--- config.mk ---
export PLATFORM = sky130hd
export DESIGN_NAME = esr_top
export DESIGN_NICKNAME = d
export VERILOG_FILES = /design/src/esr_pkg.sv /design/src/esr_port.sv /design/src/esr_top.sv
export SDC_FILE = /design/constraint.sdc
export NUM_CORES = 1
export LEC_CHECK = 0
export BUFFER_PORTS_ARGS = -buffer_cell sky130_fd_sc_hd__buf_2
export CORE_MARGIN = 5
export CORE_UTILIZATION = 36
export CTS_CLUSTER_DIAMETER = 120
export DETAILED_ROUTE_END_ITERATION = 8
export GPL_TIMING_DRIVEN = 1
export PLACE_DENSITY_LB_ADDON = 0.3
export RECOVER_POWER = 25
export SLEW_MARGIN = 20
export SYNTH_ARGS = -nofsm -noshare
export SYNTH_HDL_FRONTEND = slang
export SYNTH_SLANG_ARGS = --single-unit
--- constraint.sdc ---
create_clock -name clk_sys -period 10.3 [get_ports clk_sys]
set_clock_uncertainty 0.1 [all_clocks]
set_input_delay 2.575 -clock clk_sys [delete_from_list [all_inputs] [get_ports clk_sys]]
set_output_delay 2.575 -clock clk_sys [all_outputs]
set_load 0.005 [all_outputs]
--- src/esr_pkg.sv ---
// Function
// - Port frame counter stops while suspended; global counter keeps running, so they drift.
// - Counters time 125 us micro-frames; only the frame index is readable.
// - Setting run/stop from halted realigns global and per-port frame counters.
// - Resume exit enters high-speed without checking line state; late PHY can fault.
// - Fault only on high-speed ports; full-speed companion ports unaffected.
package esr_pkg;

  // Timing
  localparam int unsigned CLK_PERIOD_NS  = 20;
  localparam int unsigned MF_TIME_NS     = 125000;
  localparam int unsigned MF_CYCLES      = MF_TIME_NS / CLK_PERIOD_NS;
  localparam int unsigned FRINDEX_W      = 14;
  localparam int unsigned NUM_PORTS      = 2;

  // Register byte offsets
  localparam logic [7:0] REG_CMD        = 8'h00;
  localparam logic [7:0] REG_STS        = 8'h04;
  localparam logic [7:0] REG_INT_STS    = 8'h08;
  localparam logic [7:0] REG_INT_MASK   = 8'h0c;
  localparam logic [7:0] REG_FRINDEX    = 8'h10;
  localparam logic [7:0] REG_PORTSC0    = 8'h20;

  // Field positions
  localparam int unsigned CMD_RUN_BIT     = 0;
  localparam int unsigned STS_HALTED_BIT  = 0;
  localparam int unsigned INT_WAKE_BIT    = 0;
  localparam int unsigned INT_FAULT_BIT   = 1;
  localparam int unsigned INT_HALT_BIT    = 2;
  localparam int unsigned INT_W           = 3;
  localparam int unsigned PSC_SUSP_BIT    = 0;
  localparam int unsigned PSC_FPR_BIT     = 1;
  localparam int unsigned PSC_COMP_BIT    = 2;
  localparam int unsigned PSC_HSACK_BIT   = 3;

  // Reset values
  localparam logic             CMD_RUN_RST  = 1'b0;
  localparam logic [INT_W-1:0] INT_MASK_RST = 3'h0;

  // Controller run state, one-hot
  typedef enum logic [2:0] {
    ESR_HALTED   = 3'h1,
    ESR_RUNNING  = 3'h2,
    ESR_STOPPING = 3'h4
  } esr_run_t;

endpackage

--- src/esr_port.sv ---
`timescale 1ns/10ps
module esr_port
  import esr_pkg::*;
#(
  parameter int unsigned MF_CYC = MF_CYCLES
) (
  input  wire logic                       clk_sys,
  input  wire logic                       sys_rst,
  input  wire logic                       clk_en,
  input  wire logic                       running,
  input  wire logic                       restart,
  input  wire logic                       wr_en,
  input  wire logic                       wr_susp,
  input  wire logic                       wr_fpr,
  input  wire logic                       wr_comp,
  input  wire logic                       wake_req,
  input  wire logic                       phy_hs_ack,
  output logic                            suspended,
  output logic                            force_resume,
  output logic                            companion,
  output logic                            hs_mode,
  output logic                            sof_pulse,
  output logic                            wake_event,
  output logic                            fault_event
);

  localparam int unsigned CW = $clog2(MF_CYC);
  localparam logic [CW-1:0] CNT_LAST = CW'(MF_CYC - 1);

  logic [CW-1:0] per_port_frame_counter;
  logic          wrap;

  assign wrap = (per_port_frame_counter == CNT_LAST);

  // Local count freezes during suspend, zeroed on restart
  always_ff @(posedge clk_sys or posedge sys_rst) begin
    if (sys_rst) begin
      per_port_frame_counter <= '0;
    end else if (clk_en) begin
      if (restart) begin
        per_port_frame_counter <= '0;
      end else if (running && !suspended) begin
        per_port_frame_counter <= wrap ? '0 : per_port_frame_counter + 1'b1;
      end
    end
  end

  // Suspend, resume drive and owner state
  always_ff @(posedge clk_sys or posedge sys_rst) begin
    if (sys_rst) begin
      suspended    <= 1'b0;
      force_resume <= 1'b0;
      companion    <= 1'b0;
      wake_event   <= 1'b0;
    end else if (clk_en) begin
      wake_event <= 1'b0;
      if (wr_en) begin
        companion <= wr_comp;
        if (wr_susp) begin
          suspended <= 1'b1;
        end
        if (wr_fpr) begin
          force_resume <= 1'b1;
        end else if (force_resume) begin
          // Exit ends at once; no wait for high-speed idle
          force_resume <= 1'b0;
          suspended    <= 1'b0;
        end
      end else if (suspended && !force_resume && wake_req && !companion) begin
        force_resume <= 1'b1;
        wake_event   <= 1'b1;
      end
    end
  end

  // High-speed request and SOF; a late PHY ack during SOF is the fault
  always_ff @(posedge clk_sys or posedge sys_rst) begin
    if (sys_rst) begin
      hs_mode     <= 1'b0;
      sof_pulse   <= 1'b0;
      fault_event <= 1'b0;
    end else if (clk_en) begin
      hs_mode     <= !suspended && !force_resume && !companion;
      sof_pulse   <= running && wrap && hs_mode;
      fault_event <= running && wrap && hs_mode && !phy_hs_ack;
    end
  end

endmodule // esr_port

--- src/esr_top.sv ---
`timescale 1ns/10ps
module esr_top
  import esr_pkg::*;
#(
  parameter int unsigned MF_CYC = MF_CYCLES,
  parameter int unsigned NPORT  = NUM_PORTS
) (
  input  wire logic              clk_sys,
  input  wire logic              sys_rst,
  input  wire logic              clk_en,
  input  wire logic              wb_cyc_i,
  input  wire logic              wb_stb_i,
  input  wire logic              wb_we_i,
  input  wire logic [7:0]        wb_adr_i,
  input  wire logic [3:0]        wb_sel_i,
  input  wire logic [31:0]       wb_dat_i,
  output logic      [31:0]       wb_dat_o,
  output logic                   wb_ack_o,
  output logic                   irq,
  input  wire logic [NPORT-1:0]  wake_req,
  input  wire logic [NPORT-1:0]  phy_hs_ack,
  output logic      [NPORT-1:0]  port_suspended,
  output logic      [NPORT-1:0]  port_resume_drive,
  output logic      [NPORT-1:0]  port_hs_mode,
  output logic      [NPORT-1:0]  port_sof
);

  localparam int unsigned CW = $clog2(MF_CYC);
  localparam logic [CW-1:0] CNT_LAST = CW'(MF_CYC - 1);

  // Refuse shapes the decode cannot serve
  generate
    if (MF_CYC < 2) begin : g_bad_mf
      $error("esr_top: MF_CYC must be at least 2");
    end
    if (NPORT < 1 || NPORT > 8) begin : g_bad_np
      $error("esr_top: NPORT must be 1 to 8");
    end
  endgenerate

  esr_run_t              run_state;
  esr_run_t              next_run_state;
  logic                  run_stop;
  logic                  running;
  logic                  restart;
  logic [CW-1:0]         global_frame_counter;
  logic                  gwrap;
  logic [FRINDEX_W-1:0]  micro_frame_index;
  logic [INT_W-1:0]      int_sts;
  logic [INT_W-1:0]      int_mask;
  logic [INT_W-1:0]      int_set;
  logic [INT_W-1:0]      int_clr;
  logic                  halt_event;
  logic [NPORT-1:0]      wake_ev;
  logic [NPORT-1:0]      fault_ev;
  logic [NPORT-1:0]      comp;
  logic [NPORT-1:0]      port_wr;
  logic                  req;
  logic                  wr_ok;
  logic [31:0]           rd_mux;

  assign running = (run_state == ESR_RUNNING) || (run_state == ESR_STOPPING);
  assign gwrap   = (global_frame_counter == CNT_LAST);
  assign req     = wb_cyc_i && wb_stb_i && !wb_ack_o;
  assign wr_ok   = req && wb_we_i && wb_sel_i[0];

  // Stop completes only at a micro-frame end, then halted shows
  always_comb begin
    next_run_state = run_state;
    case (run_state)
      ESR_HALTED: begin
        if (run_stop) begin
          next_run_state = ESR_RUNNING;
        end
      end
      ESR_RUNNING: begin
        if (!run_stop) begin
          next_run_state = ESR_STOPPING;
        end
      end
      ESR_STOPPING: begin
        if (run_stop) begin
          next_run_state = ESR_RUNNING;
        end else if (gwrap) begin
          next_run_state = ESR_HALTED;
        end
      end
      default: begin
        next_run_state = ESR_HALTED;
      end
    endcase
  end

  // Run state register
  always_ff @(posedge clk_sys or posedge sys_rst) begin
    if (sys_rst) begin
      run_state <= ESR_HALTED;
    end else if (clk_en) begin
      run_state <= next_run_state;
    end
  end

  // Leaving halted zeroes the global and per-port frame counters at once
  assign restart    = (run_state == ESR_HALTED) && run_stop;
  assign halt_event = (run_state == ESR_STOPPING) && !run_stop && gwrap;

  // Global count never pauses for suspend, only for halt
  always_ff @(posedge clk_sys or posedge sys_rst) begin
    if (sys_rst) begin
      global_frame_counter <= '0;
      micro_frame_index    <= '0;
    end else if (clk_en) begin
      if (restart) begin
        global_frame_counter <= '0;
      end else if (running) begin
        global_frame_counter <= gwrap ? '0 : global_frame_counter + 1'b1;
        if (gwrap) begin
          micro_frame_index <= micro_frame_index + 1'b1;
        end
      end
    end
  end

  // Per-port sequencers
  genvar gi;
  generate
    for (gi = 0; gi < NPORT; gi++) begin : g_port
      assign port_wr[gi] = wr_ok && (wb_adr_i == REG_PORTSC0 + 8'(4 * gi));
      esr_port #(
        .MF_CYC (MF_CYC)
      ) u_port (
        .clk_sys      (clk_sys),
        .sys_rst      (sys_rst),
        .clk_en       (clk_en),
        .running      (running),
        .restart      (restart),
        .wr_en        (port_wr[gi]),
        .wr_susp      (wb_dat_i[PSC_SUSP_BIT]),
        .wr_fpr       (wb_dat_i[PSC_FPR_BIT]),
        .wr_comp      (wb_dat_i[PSC_COMP_BIT]),
        .wake_req     (wake_req[gi]),
        .phy_hs_ack   (phy_hs_ack[gi]),
        .suspended    (port_suspended[gi]),
        .force_resume (port_resume_drive[gi]),
        .companion    (comp[gi]),
        .hs_mode      (port_hs_mode[gi]),
        .sof_pulse    (port_sof[gi]),
        .wake_event   (wake_ev[gi]),
        .fault_event  (fault_ev[gi])
      );
    end
  endgenerate

  // Command register write
  always_ff @(posedge clk_sys or posedge sys_rst) begin
    if (sys_rst) begin
      run_stop <= CMD_RUN_RST;
    end else if (clk_en) begin
      if (wr_ok && wb_adr_i == REG_CMD) begin
        run_stop <= wb_dat_i[CMD_RUN_BIT];
      end
    end
  end

  // Interrupt mask write
  always_ff @(posedge clk_sys or posedge sys_rst) begin
    if (sys_rst) begin
      int_mask <= INT_MASK_RST;
    end else if (clk_en) begin
      if (wr_ok && wb_adr_i == REG_INT_MASK) begin
        int_mask <= wb_dat_i[INT_W-1:0];
      end
    end
  end

  // Sticky events; a set in the clearing read's cycle survives
  always_comb begin
    int_set                = '0;
    int_set[INT_WAKE_BIT]  = |wake_ev;
    int_set[INT_FAULT_BIT] = |fault_ev;
    int_set[INT_HALT_BIT]  = halt_event;
    int_clr = (req && !wb_we_i && wb_adr_i == REG_INT_STS) ? {INT_W{1'b1}} : '0;
  end

  always_ff @(posedge clk_sys or posedge sys_rst) begin
    if (sys_rst) begin
      int_sts <= '0;
    end else if (clk_en) begin
      int_sts <= (int_sts & ~int_clr) | int_set;
    end
  end

  // Level interrupt, registered
  always_ff @(posedge clk_sys or posedge sys_rst) begin
    if (sys_rst) begin
      irq <= 1'b0;
    end else if (clk_en) begin
      irq <= |(((int_sts & ~int_clr) | int_set) & int_mask);
    end
  end

  // Read decode; unmapped offsets read zero
  always_comb begin
    rd_mux = 32'h0;
    if (wb_adr_i == REG_CMD) begin
      rd_mux[CMD_RUN_BIT] = run_stop;
    end else if (wb_adr_i == REG_STS) begin
      rd_mux[STS_HALTED_BIT] = (run_state == ESR_HALTED);
    end else if (wb_adr_i == REG_INT_STS) begin
      rd_mux[INT_W-1:0] = int_sts;
    end else if (wb_adr_i == REG_INT_MASK) begin
      rd_mux[INT_W-1:0] = int_mask;
    end else if (wb_adr_i == REG_FRINDEX) begin
      rd_mux[FRINDEX_W-1:0] = micro_frame_index;
    end else begin
      for (int i = 0; i < NPORT; i++) begin
        if (wb_adr_i == REG_PORTSC0 + 8'(4 * i)) begin
          rd_mux[PSC_SUSP_BIT]  = port_suspended[i];
          rd_mux[PSC_FPR_BIT]   = port_resume_drive[i];
          rd_mux[PSC_COMP_BIT]  = comp[i];
          rd_mux[PSC_HSACK_BIT] = phy_hs_ack[i];
        end
      end
    end
  end

  // One-wait-state answer; ack drops the cycle after
  always_ff @(posedge clk_sys or posedge sys_rst) begin
    if (sys_rst) begin
      wb_ack_o <= 1'b0;
      wb_dat_o <= 32'h0;
    end else if (clk_en) begin
      wb_ack_o <= req;
      if (req && !wb_we_i) begin
        wb_dat_o <= rd_mux;
      end
    end
  end

endmodule // esr_top

==> flow_metrics.tcl, run 1 <==
set metrics [dict create \
    outcome "completed" \
    cpPeakStageDelay_ns 0.82 \
    finalCritPeriodShare_pct 49.03 \
    yosys_warnings 0 \
    worstHoldPathType "register to register" \
    place_area_mm2 0.005558 \
    grt_pass1_vias 4069 \
    fmax_ghz 0.1980 \
    power.density_mw_per_mm2 128.2 \
    setup-violations-final 0 \
    cp.arrival_ns 5.20 \
    cts-root-buf "clkbuf_16" \
    grt_max_degree 73 \
    vias 4451 \
    cts.sinks 93 \
    antenna_found_initial 0 \
    areaGrowthSynthToFinish_pct 9.699 \
    cts_buffers 9 \
    fill_cells 1429 \
    tritoncts "done" \
    dieHeight_um 131.7 \
    layout.cells.non_filler 758 \
    post_drt_wl_per_cell_um 16.82 \
    async_reset_ff_share_pct 100.0 \
    finalNetCount 630 \
    start_util_pct 36.66 \
    drive_gt1_share_pct 12.89 \
    cp-end-kind "register" \
    crit_chain "clkbuf_1, clkinv_1, nor3_1, o311ai_0, a31oi_1" \
    max_cap_violations 0 \
    finalCriticalPeriod_ns 5.050 \
    holdBufCountCts 0 \
    syn-instance-count 540 \
    synth_edf_count 0 \
    slowest_stage "clkinv_1" \
    io_pins 96 \
    drtIter0Drc 412 \
    p_leak_nw 2.613 \
    netlist_area_mm2 0.005328 \
    clk_pin_slew_worst_paths_ns 0.06 \
    post-dp-hpwl_um 8928 \
    synth-seq-cells 93 \
    synth_cell_types 72 \
    postCtsSetupBuffers 0 \
    wl_um 12750 \
    drt_first_pass_iters 5 \
    fin_area_mm2 0.005844 \
    die_w_um 131.7 \
    grt_overflow_total 0 \
    ys.flop_type "dfrtp_1" \
    routed_via_density 5.872 \
    fin_tns_setup_ns 0 \
    grt.total_usage_pct 14.24 \
    grt_pass1_wl_um 21070 \
    avgSynthCellArea_um2 9.866 \
    cp-start-kind "primary input" \
    seq_area_frac_synth_pct 43.71 \
    numPlacedInstances 741 \
    critPathMaxFanout 22 \
    cts_buffer_depth 2 \
    coreArea_mm2 0.01453 \
    tightest_slew_ns 0.9935 \
    max-vdd-ir-drop_mv 0.07684 \
    htreeDepth 3 \
    hold_viol 0 \
    clk_latency_ns 0.34 \
    num_rows 44 \
    critPathKind "primary input to register" \
    ant_nets 0 \
    post-route-drc-count 0 \
    gp_congestion 0.8940 \
    die_area_mm2 0.01733 \
    cp.required_ns 10.45 \
    diodes 0 \
    numPortBuffers 45 \
    slew_viol_final 0 \
    post_cts_resized 0 \
    slew_headroom_pct 33.76 \
    rsz0062_at_grt "no" \
]
[critical path, delay by kind of cell]
kind            cells  cell delay (ns)
buf+inv             2             1.54
simple gates        1             0.50
compound gates      2             0.56
[worst paths after layout]
check / from / to / slack, ns / cells after the start
worst max-delay path: clk_en / g_port[0].u_port.force_resume / 5.25 / 5
worst min-delay path: micro_frame_index[13] / micro_frame_index[13] / 0.37 / 1
worst max register to register: global_frame_counter[4] / global_frame_counter[8] / 7.84 / 4
worst min register to register: micro_frame_index[13] / micro_frame_index[13] / 0.37 / 1
max in group asynchronous: sys_rst / g_port[1].u_port.per_port_frame_counter[12] / 6.42 / 3
min in group asynchronous: sys_rst / wb_dat_o[7] / 2.28 / 2
[cell usage after synthesis (4+ instances only)]
| cell type | count | area, µm² |
|---|---|---|
| xor2_1 | 9 | 78.83 |
| o21ai_0 | 34 | 170.2 |
| nand4_1 | 13 | 81.33 |
| clkbuf_1 | 12 | 45.04 |
| nand2b_1 | 5 | 31.28 |
| and2_1 | 8 | 50.05 |
| buf_4 | 28 | 210.2 |
| nor3_1 | 13 | 65.06 |
| or4_1 | 18 | 135.1 |
| and4_1 | 6 | 52.55 |
| nor2b_1 | 6 | 37.54 |
| buf_2 | 4 | 20.02 |
| nor4b_1 | 6 | 52.55 |
| o31ai_1 | 14 | 105.1 |
| nand3b_1 | 4 | 30.03 |
| nor2_1 | 16 | 60.06 |
| and3_1 | 15 | 93.84 |
| a31oi_1 | 22 | 137.6 |
| a21oi_1 | 22 | 110.1 |
| xnor2_1 | 4 | 35.03 |
| o2bb2ai_1 | 4 | 35.03 |
| a22oi_1 | 4 | 30.03 |
| mux2_2 | 8 | 90.09 |
| inv_1 | 23 | 86.33 |
| ha_1 | 7 | 87.58 |
| nand3_1 | 21 | 105.1 |
| nor4_1 | 5 | 31.28 |
| dfrtp_1 | 92 | 2302 |
| nand2_1 | 31 | 116.4 |
| a22o_1 | 18 | 157.7 |
[report_power, final]
part / internal, mW / switching, mW
combinational: 0.0105 / 0.0252
sequential: 0.368 / 0.00324
clock: 0.197 / 0.145
total: 0.576 / 0.174
[final cells by class]
class                           instances  area [µm²]  share of cell area [%]
Multi-Input combinational cell        394        2660                   45.51
Sequential cell                        93        2328                   39.84
Clock buffer                           10       239.0                   4.089
Tap cell                              184       230.2                   3.939
Timing Repair Buffer                   47       224.0                   3.832
Inverter                               24       91.34                   1.563
Clock inverter                          6       71.32                   1.220
[state kept, by name, summed over array words and instances, names as in the netlist, 3 cells and up]
name and cells:
g_port.u_port.per_port_frame_counter 26, micro_frame_index 14, wb_dat_o 14, global_frame_counter 13, int_mask 3, int_sts 3, run_state 3
[logic make-up (layout without fill, tap and decap cells)]
group | count (synthesis) | after routing | share of synthesized area (%)
compound gates | 151 | 151 | 19.73
xor+xnor | 14 | 14 | 2.654
fa+ha+maj | 7 | 7 | 1.644
buf+inv | 70 | 87 | 7.280
flops | 93 | 93 | 43.71
mux | 9 | 9 | 1.879
other cells | 1 | 18 | 0.07039
simple gates | 195 | 195 | 23.04
[cells in the final DEF (no fill, tap or decap), types with 3 or more instances in the layout]
| cell type | netlist | final |
|---|---|---|
| o211ai_1 | 3 | 3 |
| inv_1 | 23 | 22 |
| clkbuf_16 | 0 | 9 |
| nor3_1 | 13 | 13 |
| ha_1 | 7 | 7 |
| o31ai_1 | 14 | 14 |
| a211o_1 | 3 | 3 |
| clkbuf_1 | 12 | 13 |
| nand4b_1 | 3 | 3 |
| a21o_1 | 3 | 3 |
| and4_1 | 6 | 6 |
| mux2_2 | 8 | 8 |
| conb_1 | 1 | 18 |
| nor4_1 | 5 | 5 |
| and2_1 | 8 | 8 |
| a22oi_1 | 4 | 4 |
| o21ai_0 | 34 | 34 |
| or4b_2 | 3 | 3 |
| nor3b_1 | 3 | 3 |
| xnor2_1 | 4 | 4 |
| a21oi_1 | 22 | 22 |
| or4_1 | 18 | 18 |
| a31oi_1 | 22 | 22 |
| nor4b_1 | 6 | 6 |
| o2bb2ai_1 | 4 | 4 |
| nand4_1 | 13 | 14 |
| xor2_1 | 9 | 9 |
| nor2_1 | 16 | 16 |
| or4bb_1 | 3 | 3 |
| and3_1 | 15 | 15 |
| nor2b_1 | 6 | 6 |
| nand3_1 | 21 | 21 |
| a22o_1 | 18 | 18 |
| dfrtp_1 | 92 | 92 |
| or3_1 | 3 | 3 |
| nand2_1 | 31 | 31 |
| buf_2 | 4 | 32 |
| nand2b_1 | 5 | 5 |
| nand3b_1 | 4 | 4 |
| a41oi_1 | 3 | 3 |
[metal layers]
layer	GRT usage [%]	part of all wire (%)	up-vias
met5	0	0	-
met4	2.857	0.85	0
met3	3.517	4.9	11
met2	21.98	47	115
met1	20.40	47	2237
li1	-	-	2088
[through the flow]
step           setup WS [ns]  total power, mW  utilization (%)  hold WS, ns
2_1_floorplan          5.206           0.4041                -       0.3425
3_3_place_gp           5.609           0.4139            38.24       0.3604
3_5_place_dp           5.589           0.4148            38.24       0.3682
4_1_cts                5.912           0.7588            40.38       0.3773
5_1_grt                5.103           0.7789            40.21       0.3982
6_report               5.250           0.7491            40.21       0.3692
No activity file was read; power rests on OpenSTA's default activity.
==> run 2, diff against run 1 <==
==> constraint.sdc (replaced) <==
create_clock -name clk_sys -period 4.09 [get_ports clk_sys]
set_clock_uncertainty 0.1 [all_clocks]
set_input_delay 1.0225 -clock clk_sys [delete_from_list [all_inputs] [get_ports clk_sys]]
set_output_delay 1.0225 -clock clk_sys [all_outputs]
set_load 0.005 [all_outputs]
==> run 2 against run 1 <==
Non-clock buffer count increased by 3. Final cell count increased by 0.40%. Global-route usage increased by 0.58 points. Utilization increased by 0.24 points. Count of clock-buffer cells in the layout increased by 1. Routed wire length increased by 0.53%. Sequential share of layout area decreased by 0.24 points. Cell area increased by 0.60%.
==> flow_metrics.tcl, run 2 (synthesis results as in run 1) <==
set metrics [dict create \
    finalCritPeriodShare_pct 66.38 \
    drtIter0Drc 367 \
    die_w_um 131.7 \
    seqCellArea_mm2 0.002328 \
    post-dp-hpwl_um 9160 \
    grt.total_usage_pct 14.81 \
    multi_input_area_mm2 0.002675 \
    cts_buffers 9 \
    hold_viol 0 \
    post_cts_resized 0 \
    gp_congestion 0.8639 \
    fill_cells 1463 \
    fin_util_pct 40.45 \
    crit_family "simple AND/OR/NAND/NOR gates" \
    cpPeakStageDelay_ns 0.43 \
    largest_register_ffs 26 \
    start_util_pct 36.66 \
    coreArea_mm2 0.01453 \
    io_pins 96 \
    drive_gt1_share_pct 15.60 \
    setup-violations-final 0 \
    rsz0062_at_grt "no" \
    timing.critical_path.buf_inv 2 \
    die_area_mm2 0.01733 \
    grt_pass1_wl_um 21970 \
    dieHeight_um 131.7 \
    slowest_stage "or2_2" \
    final_common_cell "dfrtp_1" \
    routed_via_density 5.842 \
    post-route-drc-count 0 \
    fin_tns_setup_ns 0 \
    max-vdd-ir-drop_mv 0.2329 \
    finalNetCount 633 \
    min_to "micro_frame_index[13]" \
    rr_endpoint "global_frame_counter[6]" \
    grt_busiest_layer "met2" \
    htreeDepth 3 \
    grtUsageMet2_pct 23.05 \
    holdBufCountCts 0 \
    max_cap_violations 0 \
    post_drt_wl_per_cell_um 16.84 \
    areaGrowthSynthToFinish_pct 10.36 \
    power.density_mw_per_mm2 309.8 \
    outcome "completed" \
    slew_headroom_pct 34.57 \
    tightest_slew_ns 0.9769 \
    worstHoldPathType "register to register" \
    largestRegisters "g_port.u_port.per_port_frame_counter (26), micro_frame_index (14), wb_dat_o (14)" \
    rr_worst_depth 4 \
    timing.rr.start "global_frame_counter[4]" \
    p_leak_nw 2.686 \
    cts.sinks 93 \
    vias 4446 \
    grt_max_degree 78 \
    cp-end-kind "register" \
    critPathMaxFanout 22 \
    finalCriticalPeriod_ns 2.715 \
    drt_first_pass_iters 4 \
    wl_um 12820 \
    cts-root-buf "clkbuf_16" \
    diodes 0 \
    setup_ws_ns 1.375 \
    cp.required_ns 4.27 \
    holdCritStartpoint "micro_frame_index[13]" \
    grt_pass1_vias 4315 \
    slew_viol_final 0 \
    ant_nets 0 \
    tritoncts "done" \
    crit_chain "buf_2, nand4b_1, buf_4, or2_2, nor3_4, a22o_1" \
    pre_cts_slack_ns 1.020 \
    cp.arrival_ns 2.89 \
    clk_latency_ns 0.34 \
    numPortBuffers 45 \
    r2r_setup_slack_ns 1.59 \
    met1_usage_pct 20.93 \
    cts_buffer_depth 2 \
    clk_pin_slew_worst_paths_ns 0.07 \
    whs_path_depth 1 \
    layout_common_cells "92 x dfrtp_1, 45 x buf_2, 34 x o21ai_0, 31 x nand2_1" \
    critPathKind "primary input to register" \
    antenna_found_initial 0 \
    fmax_ghz 0.3683 \
    postCtsSetupBuffers 0 \
    cp-start-kind "primary input" \
    met3_usage_pct 3.096 \
    num_rows 44 \
    top_register "g_port.u_port.per_port_frame_counter" \
    grt_overflow_total 0 \
]
==> run 2: cell types whose count changed in the layout (fill, tap and decap cells not counted), sizes merged <==
cell,before,now
bufinv,1,0
clkbuf,23,11
clkinvlp,3,4
buf,34,50
inv,23,22
==> run 2: layer usage <==
metal  wire length (µm)  vias up
li1                   -     2095
met5                  0        -
met1               5951     2229
met2               6054      109
met3                668       13
met4                142        0
==> run 2: layout make-up <==
class	instances	share of cell area (%)
clock buffer	11	4.129
clock inverter	5	0.6172
inverter	24	1.554
multi-input combinational	394	45.50
sequential	93	39.60
tap	184	3.916
timing repair buffer	50	4.682
==> run 2: worst register-to-register path: cells and delay by family, from the launching register on <==
family	cells	cell delay, ns
flops	1	0.46
compound gates	2	0.65
simple gates	2	1.15
==> run 2: worst max path at each step <==
| stage | start | endpoint | slack (ns) | cells past startpoint |
|---|---|---|---|---|
| 2_1_floorplan | sys_rst | g_port[0].u_port.companion | 0.55 | 1 |
| 3_3_place_gp | clk_en | wb_dat_o[8] | 1.05 | 6 |
| 3_5_place_dp | clk_en | wb_dat_o[5] | 1.02 | 6 |
| 4_1_cts | clk_en | wb_dat_o[5] | 1.38 | 6 |
| 5_1_grt | clk_en | wb_dat_o[5] | 1.17 | 6 |
| 6_report | clk_en | wb_dat_o[5] | 1.38 | 6 |
==> run 2: power by group <==
part           internal [mW]  total [mW]  switching, mW
sequential             0.928       0.936        0.00785
combinational         0.0306      0.0942         0.0637
clock                  0.429       0.791          0.362
total                   1.39        1.82          0.434
==> run 2: per-stage QoR <==
| step | total power, mW | cell area (µm²) | hold WS [ns] | cells |
|---|---|---|---|---|
| 6_report | 1.821 | 5879 | 0.3690 | 761 |
| 5_1_grt | 1.897 | 5879 | 0.4003 | 761 |
| 4_1_cts | 1.844 | 5879 | 0.3733 | 761 |
| 3_5_place_dp | 1.049 | 5600 | 0.3643 | 745 |
| 3_3_place_gp | 1.047 | 5600 | 0.3656 | 745 |
| 2_1_floorplan | 1.018 | 5391 | 0.3425 | 557 |
